--- src/acs_pkg.sv ---
// shared types and constants of the converter setup and channel scan block
package acs_pkg;

   // ---------------------------------------------------------------
   // register select codes of the serial port
   // ---------------------------------------------------------------
   localparam logic [2:0] ACS_SEL_SETUP_ONE = 3'h1;
   localparam logic [2:0] ACS_SEL_SETUP_TWO = 3'h2;
   localparam logic [2:0] ACS_SEL_TF_BASE   = 3'h4;

   // ---------------------------------------------------------------
   // register layouts, msb first
   // ---------------------------------------------------------------
   typedef struct packed {
      logic [1:0] chan_sel;          // chan_sel_hi, chan_sel_lo
      logic [1:0] modulator_rate;    // modulator_rate_hi, _lo
      logic       clock_rate;
      logic [1:0] decimation_sel;    // decimation_sel_hi, _lo
      logic       fast_filter;
   } acs_setup_one_t;

   typedef struct packed {
      logic       sweep_enable;
      logic [1:0] cal_mode;          // cal_mode_hi, cal_mode_lo
      logic       input_buffer_enable;
      logic       pairing_select;
      logic       burnout_source_enable;
      logic       reserved_bit;
      logic       clock_halving_enable;
   } acs_setup_two_t;

   localparam logic [7:0] ACS_SETUP_ONE_RST = 8'h0A;
   localparam logic [7:0] ACS_SETUP_TWO_RST = 8'h00;

   // ---------------------------------------------------------------
   // calibration modes and converted channels
   // ---------------------------------------------------------------
   localparam logic [1:0] ACS_CAL_NORMAL = 2'h0;
   localparam logic [1:0] ACS_CAL_OFFSET = 2'h1;
   localparam logic [1:0] ACS_CAL_GAIN   = 2'h2;

   typedef enum logic [3:0] {
      ACS_CH_P1   = 4'h0,  // input one against analog_common_input
      ACS_CH_P2   = 4'h1,
      ACS_CH_P3   = 4'h2,
      ACS_CH_P4   = 4'h3,
      ACS_CH_P5   = 4'h4,
      ACS_CH_D12  = 4'h5,  // differential pairs
      ACS_CH_D34  = 4'h6,
      ACS_CH_D56  = 4'h7,
      ACS_CH_OFF  = 4'h8,  // offset_cal_input pair
      ACS_CH_GAIN = 4'h9   // gain_cal_input pair
   } acs_chan_t;

   localparam logic [2:0] ACS_SEQ_PSEUDO_LEN = 3'h5;
   localparam logic [2:0] ACS_SEQ_PAIRING_SELECT_LEN   = 3'h3;
   localparam logic [2:0] ACS_SEQ_CAL_EXTRA  = 3'h2;
   localparam logic [1:0] ACS_TF_SWEEP_CAL   = 2'h3;

   // ---------------------------------------------------------------
   // output data rates in samples per second, modulator code 00
   // ---------------------------------------------------------------
   localparam int ACS_RATE_W = 13;
   localparam logic [ACS_RATE_W-1:0] ACS_RATE_LO [4] =
      '{13'h0014, 13'h0019, 13'h0064, 13'h00C8};  // 20 25 100 200
   localparam logic [ACS_RATE_W-1:0] ACS_RATE_HI [4] =
      '{13'h0032, 13'h003C, 13'h012C, 13'h0258};  // 50 60 300 600

   // ---------------------------------------------------------------
   // what the block presents to the analog side
   // ---------------------------------------------------------------
   typedef struct packed {
      acs_chan_t  chan;
      logic [1:0] tf_index;          // transfer register 1..3
      logic       buffer_on;
      logic       burnout_on;
   } acs_route_t;

   // ---------------------------------------------------------------
   // whole state of the block
   // ---------------------------------------------------------------
   typedef struct packed {
      acs_setup_one_t        one;
      acs_setup_two_t        two;
      logic [2:0]            seq_idx;
      logic                  prescale;
      logic                  mod_tick;
      logic                  restart;
      acs_route_t            route;
      logic [ACS_RATE_W-1:0] rate_sps;
      logic [7:0]            rd_data;
   } acs_state_t;

endpackage

--- src/acs_scan_ctrl.sv ---
// setup registers and channel sequencer of the converter
`timescale 1ns/1ps
`default_nettype none

// How it works
// - sweep on converts channels in fixed order
// - sweep off repeats one selected channel
// - cal code 01 offset pair, 10 gain
// - single cal uses selected channel's transfer register
// - sweep cal appends offset then gain conversion
// - sweep order five pseudo or three pairs
// - sweep cal conversions use third transfer register
// - pairing 0: inputs one-five against six
// - pairing 1: three differential input pairs
// - buffer bit powers input buffers
// - burnout bit connects sources to selected channel
// - halving bit divides internal clock by two
// - clock bit 0 rates 20..200, doubling
// - clock bit 1 rates 50..600, up 4800
// - channel select ignored while sweeping
// - active control change restarts filter
module acs_scan_ctrl
   import acs_pkg::*;
(
   // clock and reset
   input  wire logic                  clk_sys,
   input  wire logic                  rst_n,
   input  wire logic                  soft_reset,
   // register port from the serial interface
   input  wire logic                  reg_wr,
   input  wire logic [2:0]            reg_wr_sel,
   input  wire logic [7:0]            reg_wr_data,
   input  wire logic [2:0]            reg_rd_sel,
   output logic      [7:0]            reg_rd_data,
   // converter handshake
   input  wire logic                  conv_done,
   output logic                       filter_restart,
   output logic                       mod_clk_tick,
   // analog routing and rate
   output acs_route_t                 route,
   output logic      [ACS_RATE_W-1:0] rate_sps
);

   // ---------------------------------------------------------------
   // helpers
   // ---------------------------------------------------------------
   function automatic logic [1:0] tf_of(input acs_chan_t c);
      case (c)
         ACS_CH_P1, ACS_CH_P2, ACS_CH_D12: tf_of = 2'h1;
         ACS_CH_P3, ACS_CH_P4, ACS_CH_D34: tf_of = 2'h2;
         default:                          tf_of = 2'h3;
      endcase
   endfunction

   // signal channel picked by index and pairing
   function automatic acs_chan_t sig_chan(input logic pair,
                                          input logic [2:0] idx);
      if (pair) begin
         case (idx)
            3'h0:    sig_chan = ACS_CH_D12;
            3'h1:    sig_chan = ACS_CH_D34;
            default: sig_chan = ACS_CH_D56;
         endcase
      end else begin
         case (idx)
            3'h0:    sig_chan = ACS_CH_P1;
            3'h1:    sig_chan = ACS_CH_P2;
            3'h2:    sig_chan = ACS_CH_P3;
            3'h3:    sig_chan = ACS_CH_P4;
            default: sig_chan = ACS_CH_P5;
         endcase
      end
   endfunction

   // number of signal channels in the sweep for a pairing mode
   function automatic logic [2:0] sig_len_of(input logic pair);
      sig_len_of = pair ? ACS_SEQ_PAIRING_SELECT_LEN : ACS_SEQ_PSEUDO_LEN;
   endfunction

   acs_state_t st_q;
   acs_state_t st_d;

   logic       cal_on;
   logic [2:0] sig_len;
   logic [2:0] seq_len;
   logic [7:0] changed;
   logic       ctl_hit;
   acs_chan_t  sel_chan;
   logic       wr_one;
   logic       wr_two;
   logic [2:0] sweep_sig;

   // ---------------------------------------------------------------
   // next state
   // ---------------------------------------------------------------
   always_comb begin
      st_d     = st_q;
      sel_chan = ACS_CH_P1;
      wr_one   = reg_wr && (reg_wr_sel == ACS_SEL_SETUP_ONE);
      wr_two   = reg_wr && (reg_wr_sel == ACS_SEL_SETUP_TWO);
      // reserved code 11 is treated as normal; host must avoid it
      cal_on  = (st_q.two.cal_mode == ACS_CAL_OFFSET) ||
                (st_q.two.cal_mode == ACS_CAL_GAIN);
      sig_len = sig_len_of(st_q.two.pairing_select);
      seq_len = cal_on ? sig_len + ACS_SEQ_CAL_EXTRA : sig_len;
      changed = 8'h00;
      ctl_hit = 1'b0;

      // register writes; reserved bit is stored as written
      if (wr_one) begin
         changed = reg_wr_data ^ st_q.one;
         if (st_q.two.sweep_enable)
            changed[7:6] = 2'b00;
         st_d.one = acs_setup_one_t'(reg_wr_data);
      end
      if (wr_two) begin
         changed = reg_wr_data ^ st_q.two;
         st_d.two = acs_setup_two_t'(reg_wr_data);
         st_d.seq_idx = 3'h0;
      end
      // only the transfer register feeding the live conversion counts
      if (reg_wr && reg_wr_sel[2] &&
          reg_wr_sel[1:0] + 2'h1 == st_q.route.tf_index)
         ctl_hit = 1'b1;
      st_d.restart = ctl_hit || (changed != 8'h00);

      // soft reset lands before routing so the route falls back at once
      if (soft_reset) begin
         st_d.one      = acs_setup_one_t'(ACS_SETUP_ONE_RST);
         st_d.two      = acs_setup_two_t'(ACS_SETUP_TWO_RST);
         st_d.seq_idx  = 3'h0;
         st_d.restart  = 1'b1;
      end

      // sequencer advance; a restart or a same-value setup two write wins,
      // so a rewrite always starts the sweep from its first entry
      if (st_q.two.sweep_enable && conv_done && !st_d.restart &&
          !wr_two) begin
         if (st_q.seq_idx + 3'h1 >= seq_len)
            st_d.seq_idx = 3'h0;
         else
            st_d.seq_idx = st_q.seq_idx + 3'h1;
      end

      // routing, from the state as it will stand
      sweep_sig = sig_len_of(st_d.two.pairing_select);
      if (st_d.two.sweep_enable) begin
         if (st_d.seq_idx < sweep_sig) begin
            st_d.route.chan = sig_chan(st_d.two.pairing_select,
                                       st_d.seq_idx);
            st_d.route.tf_index = tf_of(st_d.route.chan);
         end else begin
            // offset always before gain
            st_d.route.chan = (st_d.seq_idx == sweep_sig) ?
                              ACS_CH_OFF : ACS_CH_GAIN;
            st_d.route.tf_index = ACS_TF_SWEEP_CAL;
         end
      end else begin
         sel_chan = sig_chan(st_d.two.pairing_select,
                             {1'b0, st_d.one.chan_sel});
         st_d.route.tf_index = tf_of(sel_chan);
         case (st_d.two.cal_mode)
            ACS_CAL_OFFSET: st_d.route.chan = ACS_CH_OFF;
            ACS_CAL_GAIN:   st_d.route.chan = ACS_CH_GAIN;
            default:        st_d.route.chan = sel_chan;
         endcase
      end
      if (!st_d.two.sweep_enable)
         st_d.seq_idx = 3'h0;
      st_d.route.buffer_on  = st_d.two.input_buffer_enable;
      st_d.route.burnout_on = st_d.two.burnout_source_enable;

      // prescaler: tick every edge, or every second edge when halved
      st_d.prescale = ~st_q.prescale;
      st_d.mod_tick = st_d.two.clock_halving_enable ?
                      st_q.prescale : 1'b1;

      // data rate table, each modulator step doubles the rate
      st_d.rate_sps = (st_d.one.clock_rate ?
         ACS_RATE_HI[st_d.one.decimation_sel] :
         ACS_RATE_LO[st_d.one.decimation_sel]) <<
         st_d.one.modulator_rate;

      case (reg_rd_sel)
         ACS_SEL_SETUP_ONE: st_d.rd_data = st_q.one;
         ACS_SEL_SETUP_TWO: st_d.rd_data = st_q.two;
         default:           st_d.rd_data = 8'h00;
      endcase
   end

   // ---------------------------------------------------------------
   // state register
   // ---------------------------------------------------------------
   always_ff @(posedge clk_sys or negedge rst_n) begin
      if (!rst_n) begin
         st_q          <= '0;
         st_q.one      <= acs_setup_one_t'(ACS_SETUP_ONE_RST);
         st_q.two      <= acs_setup_two_t'(ACS_SETUP_TWO_RST);
         st_q.route    <= '{chan: ACS_CH_P1, tf_index: 2'h1,
                            buffer_on: 1'b0, burnout_on: 1'b0};
         // reset rate follows the reset clock and filter bits
         st_q.rate_sps <= ACS_RATE_HI[1];
      end else begin
         st_q <= st_d;
      end
   end

   // every output is a field of the state register, no logic after it
   assign reg_rd_data    = st_q.rd_data;
   assign filter_restart = st_q.restart;
   assign mod_clk_tick   = st_q.mod_tick;
   assign route          = st_q.route;
   assign rate_sps       = st_q.rate_sps;

endmodule // acs_scan_ctrl

`default_nettype wire

--- config.mk ---
export PLATFORM = sky130hd
export DESIGN_NAME = acs_scan_ctrl
export DESIGN_NICKNAME = d
export VERILOG_FILES = /design/src/acs_pkg.sv /design/src/acs_scan_ctrl.sv
export SDC_FILE = /design/constraint.sdc
export NUM_CORES = 1
export LEC_CHECK = 0
export BUFFER_PORTS_ARGS = -buffer_cell sky130_fd_sc_hd__buf_2
export CORE_MARGIN = 2
export CORE_UTILIZATION = 40
export DETAILED_ROUTE_END_ITERATION = 8
export PLACE_DENSITY_LB_ADDON = 0.2
export SLEW_MARGIN = 40
export SYNTH_ARGS = -nofsm -noshare
export SYNTH_HDL_FRONTEND = slang
export SYNTH_SLANG_ARGS = --single-unit
export TNS_END_PERCENT = 5
--- constraint.sdc ---
create_clock -name clk_sys -period 4.46 [get_ports clk_sys]
set_input_delay 0.223 -clock clk_sys [delete_from_list [all_inputs] [get_ports clk_sys]]
set_output_delay 0.223 -clock clk_sys [all_outputs]
set_load 0.01 [all_outputs]
==> summary.md, run 1 <==
| Metric | Value |
|---|---|
| Root buffer cell | clkbuf_8 |
| TritonCTS clock tree | built |
| Unrepaired setup endpoints after global routing | false |
| Gate power share | 0.126 |
| Async set-or-reset flop fraction in the synthesized netlist | 1.00 |
| Antenna violations before repair | 0 |
| # nets final | 384 |
| R2R Path Start | st_q[32] |
| Post-route ant nets | 0 |
| Min Tclk post-route | 3960 ps |
| Max Slew Vio Count | 0 |
| Inserted Diodes | 0 |
| Wire per inst | 15.8 µm |
| CTS Buf Count | 5 |
| Post-DP HPWL | 5180 µm |
| Die Height | 92.5 µm |
| Num ports | 50 |
| DR vias/cell | 5.37 |
| Core area | 7650 µm² |
| Synth warn | 0 |
| Post-Synthesis Net Count | 366 |
| Final hold violations | 2 |
| Post-synthesis sequential area ratio | 0.394 |
| Routed Wire Length | 7200 µm |
| Flop pwr share | 0.518 |
| Initial Utilization | 0.410 |
| Fin Hold WS | -4.24 ps |
| Leak | 1.57 nW |
| Period Utilization, post-route | 0.889 |
| Failing checks | negative hold slack |
| Cell variety after synth | 58 |
| GRT Util Overall | 0.174 |
| Fin Setup TNS | 0 ps |
| Clock power frac | 0.356 |
| Clock Skew | 3.81 ps |
| Post-Syn Area | 3140 µm² |
| Critical path type | flop to flop |
| Cells resized by post-CTS repair | 0 |
| Fraction of layout cells with a size suffix above 1 | 0.227 |
| Total gr overflow | 0 |
| Ys flop type | dfrtp_1 |
| Clk pin slew, worst setup/hold paths | 90 ps |
| Post-CTS setup buffers | 0 |
| Max Clk Rate | 0.252 GHz |
| Relative slew margins | 0.548 |
| Largest net degree at the start of global routing | 50 |
| Site Rows | 32 |
| VDD IR max | 124 µV |
| Switching part of the total | 0.253 |
| Internal reg-to-reg setup slack | 500 ps |
| Max clock buf depth | 2 |
| Status | finished, violations left |
| Crit-path max FO | 7 |
| Vias in the first global route | 2,374 |
| Drc violations | 0 |
| Post-Syn Area per Cell | 9.39 µm² |
| Commonest non-fill, non-tap cell in the layout | buf_2 |
| Layout fillers | 752 |
| CP arrival | 4190 ps |
| Critical Path Start Type | flop |
| Area occupied by multi-input gates | 1590 µm² |
| Gpl congestion | 0.945 |
| CP endpoint kind | flop |
| Worst r2r dst | route[6] |
| Clk_lat worst skew | 300 ps |
| Cts hold-fix bufs | 0 |
| Placed cells | 447 |
| EDFF count, synth | 0 |
| Max-Cap Viols | 0 |
| Final setup viols | 0 |
| Die width | 92.5 µm |
| Register-to-Register Path Depth | 15 |
| Most frequent cells in the layout | buf_2, dfrtp_1, nand2_1 |
| DIE AREA | 8560 µm² |
| PD cells | 266 nW/µm² |
| Int Power | 0.670 mW |
| IO buf count | 49 |
| Initial drt markers | 173 |
| Net switching power | 0.227 mW |
| Reg area | 1230 µm² |
| Max H-tree Level | 2 |
| Clock sink count | 49 |
| First-pass GRT wire length | 11,800 µm |
| Final cell count without fillers | 455 |
| Layout Area Growth over Synthesis | 7.58% |
| Hold WC Path Type | primary input to asynchronous set/reset pin |
| Vias | 2,442 |
| Synth Register Bits | 49 |
| Instance count of the mapped netlist | 334 |
| TritonRoute pass-1 iters | 4 |
| Worst-Margin Slew | 677 ps |
| Worst EP required | 4690 ps |
-- registers in the layout (all words and copies together) (netlist names) --
name,count
st_q,18
route,8
rate_sps,13
mod_clk_tick,1
filter_restart,1
reg_rd_data,8
-- stage by stage --
stage	total power, mW	hold WS, ps	area, µm²	utilization	worst slack [ps]
2_1_floorplan	0.549	-72.6	3140	-	954
3_3_place_gp	0.584	367	3250	0.426	713
3_5_place_dp	0.586	373	3260	0.427	563
4_1_cts	0.911	38.6	3370	0.441	528
5_1_grt	0.946	34.0	3370	0.441	187
6_report	0.897	-4.24	3370	0.441	497
-- cells by family after synthesis --
family,synth area share
buf+inv,0.100
compound gates,0.165
simple gates,0.180
flops,0.394
fa+ha+maj,0.0519
xor+xnor,0.0615
mux,0.0475
-- per-layer routing --
layer / global-route usage / up-vias / wire length [µm]
met2: 0.278 / 79 / 3440
met3: 0.0358 / 6 / 401
met1: 0.234 / 1168 / 3280
met4: 0.0609 / 0 / 77
met5: 0 / - / 0
li1: - / 1189 / -
-- power by group through the flow --
| stage | logic, mW | registers [mW] | clock network [mW] |
|---|---|---|---|
| floorplan | 0.0766 | 0.473 | 0 |
| global placement | 0.111 | 0.473 | 0 |
| detailed placement | 0.113 | 0.473 | 0 |
| CTS | 0.114 | 0.465 | 0.333 |
| global route | 0.125 | 0.466 | 0.355 |
| finish | 0.113 | 0.465 | 0.320 |
-- worst max-delay path by stage --
stage                         from  slack [ps]        to  cells past startpoint
after floorplan           st_q[32]         950  route[6]                     15
after global routing      st_q[32]         190  route[6]                     15
final                     st_q[32]         500  route[6]                     15
after global placement    st_q[32]         710  route[6]                     15
after CTS                 st_q[32]         530  route[6]                     15
after detailed placement  st_q[32]         560  route[6]                     15
-- Yosys cell counts, types with 3 or more instances --
cell type,instances,area [µm²]
ha_1,13,163
o211ai_1,5,37.5
xnor2_1,19,166
nand3b_1,6,45.0
nor2_1,24,90.1
nor3_1,4,20.0
a22oi_1,10,75.1
a211oi_1,3,22.5
dfstp_2,7,184
o21ai_0,7,35.0
mux2i_1,11,110
nor2b_1,8,50.1
nand4_1,7,43.8
dfrtp_1,42,1050
nand2_1,31,116
o21ai_1,6,30.0
clkbuf_1,5,18.8
nand3_1,6,30.0
inv_1,10,37.5
buf_4,31,233
o22ai_1,3,18.8
xor2_1,3,26.3
and2_1,5,31.3
a21oi_1,17,85.1
-- final cells by class --
cell class	count	share of cell area
timing repair buffer	51	0.0772
clock buffer	6	0.0215
multi-input combinational	233	0.473
clock inverter	2	0.0115
sequential	49	0.366
inverter	12	0.0134
tap	102	0.0378
-- worst max-delay path, stage by stage, from the launching register on --
cell and delay, ps:
dfrtp_1 460, ha_1 270, xor2_1 300, ha_1 320
a21oi_1 190, and2_1 190, nand3b_1 90, a211oi_1 320
nor2_1 170, inv_1 90, ha_1 250, a21oi_1 410
nand2b_4 90, or3_1 400, o221a_2 260, o22ai_2 100
Power figures use the tool's default switching activity.
==> run 2, diff against run 1 <==
BUFFER_PORTS_ARGS = default   (was -buffer_cell sky130_fd_sc_hd__buf_2)
DONT_BUFFER_PORTS = 1   (was default)
==> run 2 against run 1 <==
  * The run now ends clean
  * Routed wire length increased by 2.5%
  * First-iteration DRC count shrank 36%
  * Hold slack improved by 43 ps
  * Die area unchanged
  * Critical path type unchanged
  * Largest power group unchanged
==> summary.md, run 2 (synthesis results as in run 1) <==
| Metric | Value |
|---|---|
| Max H-tree Level | 2 (unchanged) |
| Leak | 1.37 nW (-13%) |
| Gate power share | 0.096 (-0.030) |
| Reg area | 1230 µm² (unchanged) |
| Flop pwr share | 0.533 (+0.015) |
| Area after DPL | 3000 µm² (-8.0%) |
| Period Utilization, post-route | 0.900 (+0.0115) |
| Layout Area Growth over Synthesis | 1.16% |
| Core area | 7650 µm² (unchanged) |
| Vias in the first global route | 2,314 (-2.5%) |
| M3 GR Usage | 0.0504 (+0.0146) |
| Worst EP required | 4680 ps (about the same) |
| TritonCTS clock tree | built |
| Regs by FF count | st_q: 18 flops, rate_sps: 13 flops |
| Total gr overflow | 0 (unchanged) |
| Site Rows | 32 (unchanged) |
| Gpl congestion | 0.867 (-8.3%) |
| Antenna violations before repair | 0 (unchanged) |
| Inserted Diodes | 0 (unchanged) |
| CP endpoint kind | flop |
| Max Slew Vio Count | 0 (unchanged) |
| Top reg by flops | st_q |
| Crit-path max FO | 7 (unchanged) |
| Busiest grt layer | met2 |
| Largest net degree at the start of global routing | 50 (unchanged) |
| IO buf count | 0 (-100%) |
| Net switching power | 0.223 mW (-1.9%) |
| Largest register FFs | 18 (unchanged) |
| Initial drt markers | 111 (-36%) |
| Wire per inst | 18.1 µm (+14%) |
| Fin Hold WS | 38.9 ps (+43.1 ps) |
| Area occupied by multi-input gates | 1590 µm² (unchanged) |
| Worst-Margin Slew | 763 ps (+85.8 ps) |
| Critical path type | flop to flop |
| Unrepaired setup endpoints after global routing | false |
| Post-DP HPWL | 5240 µm (+1.2%) |
| Clk pin slew, worst setup/hold paths | 100 ps (about the same) |
| VDD IR max | 106 µV (-14%) |
| Int Power | 0.663 mW (-1.1%) |
| Fin Setup TNS | 0 ps (unchanged) |
| Post-route ant nets | 0 (unchanged) |
| DIE AREA | 8560 µm² (unchanged) |
| Routed Wire Length | 7380 µm (+2.5%) |
| Met2 Use GR | 0.286 (+0.00791) |
| Drc violations | 0 (unchanged) |
| GR Util met1 | 0.229 (-0.00549) |
| Switching part of the total | 0.251 (-0.00158) |
| Clock sink count | 49 (unchanged) |
| Commonest non-fill, non-tap cell in the layout | dfrtp_1 |
| Max clock buf depth | 2 (unchanged) |
| Relative slew margins | 0.491 (-0.0568) |
| Status | completed |
| Root buffer cell | clkbuf_8 |
| DR vias/cell | 5.66 (+5.4%) |
| Most frequent cells in the layout | dfrtp_1, nand2_1, nor2_1 |
| Layout fillers | 760 (+1.1%) |
| Hold WC Path Type | primary input to flop |
| CTS Buf Count | 5 (unchanged) |
| Clk_lat worst skew | 300 ps (about the same) |
| GRT Util Overall | 0.178 (+0.00412) |
| Num ports | 50 (unchanged) |
| Final setup viols | 0 (unchanged) |
| Die Height | 92.5 µm (unchanged) |
| Final Cell Area | 3170 µm² (-6.0%) |
| Min Tclk post-route | 4010 ps (+51.2 ps) |
| Clock Skew | 6.05 ps (+2.24 ps) |
| Fraction of layout cells with a size suffix above 1 | 0.101 (-0.125) |
| Max Clk Rate | 0.249 GHz (-1.3%) |
| Max-Cap Viols | 0 (unchanged) |
| Vias | 2,309 (-5.4%) |
| Critical Path Start Type | flop |
| Clock power frac | 0.371 (+0.015) |
| Final hold violations | 0 (-2) |
| # nets final | 337 (-12%) |
| PD cells | 279 nW/µm² (+4.9%) |
| Die width | 92.5 µm (unchanged) |
| First-pass GRT wire length | 11,900 µm (+0.76%) |
| Initial Utilization | 0.410 (unchanged) |
| TritonRoute pass-1 iters | 5 (+1) |
| CP arrival | 4240 ps (+50 ps) |
[run 2: changes by cell type in the layout (fill, tap and decap cells not counted), sizes merged]
cell	previous run	this run
buf	51	1
clkbuf	6	5
inv	12	13
dlygate4sd3	0	3
[run 2: worst max-delay path: stages (launching register included)]
cell	delay, ps
dfrtp_1	480
ha_1	280
xor2_1	320
ha_1	320
a21oi_1	180
and2_1	190
nand3b_1	80
a211oi_1	320
nor2_1	160
inv_1	80
ha_1	250
a21oi_1	420
nand2b_4	90
or3_1	400
o221a_2	260
o22ai_2	110
[run 2: metrics by stage]
step	setup WS [ps]	total power, mW	utilization	instances
after floorplan	954	0.549	-	334
after global placement	657	0.549	0.392	396
after detailed placement	514	0.550	0.393	396
after CTS	488	0.898	0.415	408
after global routing	202	0.928	0.415	408
final	445	0.885	0.415	408
[run 2: cell type report]
class,count,share of cell area
Timing Repair Buffer,4,0.0181
Multi-Input combinational cell,233,0.503
Clock buffer,5,0.0217
Tap cell,102,0.0402
Clock inverter,3,0.0138
Sequential cell,49,0.389
Inverter,12,0.0142
[run 2: routing by layer]
metal | routed length [µm] | vias to the layer above
li1 | - | 1094
met5 | 0 | -
met3 | 418 | 12
met1 | 3290 | 1125
met2 | 3540 | 78
met4 | 130 | 0
[run 2: path summary, 6_finish.rpt]
path	slack (ps)	cells after the start	startpoint	end
max	450	15	st_q[32]	route[6]
min reg2reg	410	1	st_q[31]	st_q[31]
min	40	2	reg_wr_data[2]	route[0]
min in group asynchronous	420	2	rst_n	rate_sps[0]
max reg2reg	450	15	st_q[32]	route[6]
max in group asynchronous	3760	2	rst_n	st_q[44]
[run 2: repair_timing]
item | CTS | global route
endpoints found under the hold margin | 63 | 0
gates resized for setup | 0 | 0
setup buffers | 0 | 0
hold buffers | 4 | 0
[run 2: power by group through the flow]
stage          sequential [mW]  combinational, mW  clock (mW)
2_1_floorplan            0.473             0.0766           0
3_3_place_gp             0.480             0.0686           0
3_5_place_dp             0.480             0.0694           0
4_1_cts                  0.472             0.0862       0.340
5_1_grt                  0.474             0.0949       0.359
6_report                 0.472             0.0853       0.328
==> run 3, diff against run 2 <==
CORE_ASPECT_RATIO = 1.2   (was default)
clock period = 4.3 ns   (was 4.46 ns; I/O delays follow)
==> run 3 against run 2 <==
  * Clock skew up 4.2 ps
  * Critical path depth stayed put
  * Non-clock buffer count rose by 1
  * First-iteration DRC count is 67% higher
  * Sequential cell count is the same
  * Power shrank 3.7%
  * Core utilization decreased by 0.48 points
  * Cell count fell by 2.2%
  * Count of clock-buffer cells in the layout rose by 1
  * Sequential power increased by 4%
  * Routed wire length decreased by 2.0%
  * Combinational power grew 3.8%
==> summary.md, run 3 (synthesis results as in run 1) <==
| Metric | Value |
|---|---|
| Final setup viols | 0 (unchanged) |
| Leak | 1.35 nW (-1.2%) |
| CP endpoint kind | flop |
| Area occupied by multi-input gates | 1590 µm² (unchanged) |
| CP arrival | 4240 ps (about the same) |
| Clock Skew | 10.3 ps (+4.25 ps) |
| Period Utilization, post-route | 0.930 (+0.0301) |
| Layout Area Growth over Synthesis | 0.199% |
| Core area | 7660 µm² (+0.21%) |
| Post-DP HPWL | 5270 µm (+0.56%) |
| TritonRoute pass-1 iters | 4 (-1) |
| Die width | 84.8 µm (-8.3%) |
| Drc violations | 0 (unchanged) |
| Inserted Diodes | 0 (unchanged) |
| Crit-path max FO | 7 (unchanged) |
| Root buffer cell | clkbuf_8 |
| Vias in the first global route | 2,254 (-2.6%) |
| Hold WC Path Type | primary input to flop |
| Worst-Margin Slew | 707 ps (-55.7 ps) |
| Worst slack, placed | 380 ps (-134 ps) |
| Routed Wire Length | 7230 µm (-2.0%) |
| Wire per inst | 18.1 µm (+0.23%) |
| Cells resized by post-CTS repair | 0 (unchanged) |
| Final Cell Area | 3140 µm² (-0.95%) |
| Post-layout util | 0.410 (-0.00480) |
| Layout fillers | 741 (-2.5%) |
| Register-to-Register Path Depth | 15 (unchanged) |
| Top reg by flops | st_q |
| First-pass GRT wire length | 11,800 µm (-0.93%) |
| VDD IR max | 145 µV (+36%) |
| GRT Util Overall | 0.175 (-0.00276) |
| Total gr overflow | 0 (unchanged) |
| Relative slew margins | 0.528 (+0.0371) |
| Die Height | 101 µm (+9.1%) |
| Initial Utilization | 0.409 (-0.000870) |
| Final setup margin | 300 ps (-145 ps) |
| Num ports | 50 (unchanged) |
| CTS Buf Count | 5 (unchanged) |
| Fraction of layout cells with a size suffix above 1 | 0.101 (-0.000330) |
| Max Clk Rate | 0.250 GHz (+0.36%) |
| Critical path type | flop to flop |
| Post-route ant nets | 0 (unchanged) |
| Vias | 2,240 (-3.0%) |
| Fin Hold WS | 10.6 ps (-28.2 ps) |
| Gpl congestion | 0.903 (+4.2%) |
| Critical Path Start Type | flop |
| Area after DPL | 2990 µm² (-0.42%) |
| Antenna violations before repair | 0 (unchanged) |
| Unrepaired setup endpoints after global routing | false |
| Final cell count without fillers | 399 (-2.2%) |
| Fin Setup TNS | 0 ps (unchanged) |
| Clock sink count | 49 (unchanged) |
| Largest register FFs | 18 (unchanged) |
| Clk_lat worst skew | 300 ps (about the same) |
| Clk pin slew, worst setup/hold paths | 90 ps (about the same) |
| Reg area | 1230 µm² (unchanged) |
| Max clock buf depth | 2 (unchanged) |
| Regs by FF count | st_q: 18 flops, rate_sps: 13 flops |
| TritonCTS clock tree | built |
| DR vias/cell | 5.61 (-0.80%) |
| Status | completed |
| # nets final | 338 (+0.30%) |
| Hold Crit Depth | 1 (-1) |
| Site Rows | 35 (+9.4%) |
| Most frequent cells in the layout | dfrtp_1, nand2_1, nor2_1 |
| Max-Cap Viols | 0 (unchanged) |
| PD cells | 271 nW/µm² (-2.8%) |
| Placed cells | 387 (-2.3%) |
| Largest net degree at the start of global routing | 50 (unchanged) |
| Worst EP required | 4540 ps (-140 ps) |
| Final hold violations | 0 (unchanged) |
| DIE AREA | 8570 µm² (about the same) |
| Power, Total | 0.852 mW (-3.7%) |
| IO buf count | 0 (unchanged) |
| Max Slew Vio Count | 0 (unchanged) |
| Max H-tree Level | 2 (unchanged) |
| Commonest non-fill, non-tap cell in the layout | dfrtp_1 |
| Initial drt markers | 185 (+67%) |
| Min Tclk post-route | 4000 ps (-14.6 ps) |
[run 3: cell count changes in the layout (fill, tap and decap cells not counted), sizes merged]
cell / previous run / this run
inv: 13 / 12
clkbuf: 5 / 6
clkinv: 1 / 0
clkinvlp: 0 / 2
buf: 1 / 2
bufinv: 1 / 0
[run 3: timing repair]
action / 4_1_cts / 5_1_grt
buffers inserted: 0 / 0
hold buffers: 4 / 0
endpoints found under the setup margin: 0 / 0
hold endpoints to repair: 63 / 0
[run 3: layout make-up]
class                           count  area share
Multi-Input combinational cell    233       0.507
Sequential cell                    49       0.393
Tap cell                           92      0.0366
Clock buffer                        6      0.0231
Timing Repair Buffer                5      0.0207
Inverter                           12      0.0143
Clock inverter                      2     0.00478
[run 3: critical path, stage by stage, from the launching register on]
cell      delay, ps
dfrtp_1         470
ha_1            270
xor2_1          290
ha_1            310
a21oi_1         190
and2_1          190
nand3b_1         80
a211oi_1        300
nor2_1          160
inv_1            80
ha_1            250
a21oi_1         460
nand2b_4         90
or3_1           410
o221a_2         260
o22ai_2         110
[run 3: path summary, 6_finish.rpt]
path,from,end,slack [ps]
setup / recovery,st_q[32],route[6],300
min in group asynchronous,rst_n,st_q[48],440
hold reg to reg,st_q[31],st_q[31],410
max in group asynchronous,rst_n,rate_sps[4],3580
setup reg to reg,st_q[32],route[6],300
hold / removal,soft_reset,st_q[50],10
[run 3: layer usage]
metal	track usage	wire, µm	up-vias
met2	0.288	3490	58
met3	0.0467	402	11
li1	-	-	1092
met1	0.224	3200	1079
met4	0.0586	141	0
met5	0	0	-
[run 3: power breakdown]
part	switching, mW	total, mW	internal (mW)
Combinational	0.0520	0.0885	0.0365
Clock	0.159	0.274	0.115
Sequential	0.0130	0.489	0.476
Total	0.224	0.852	0.628
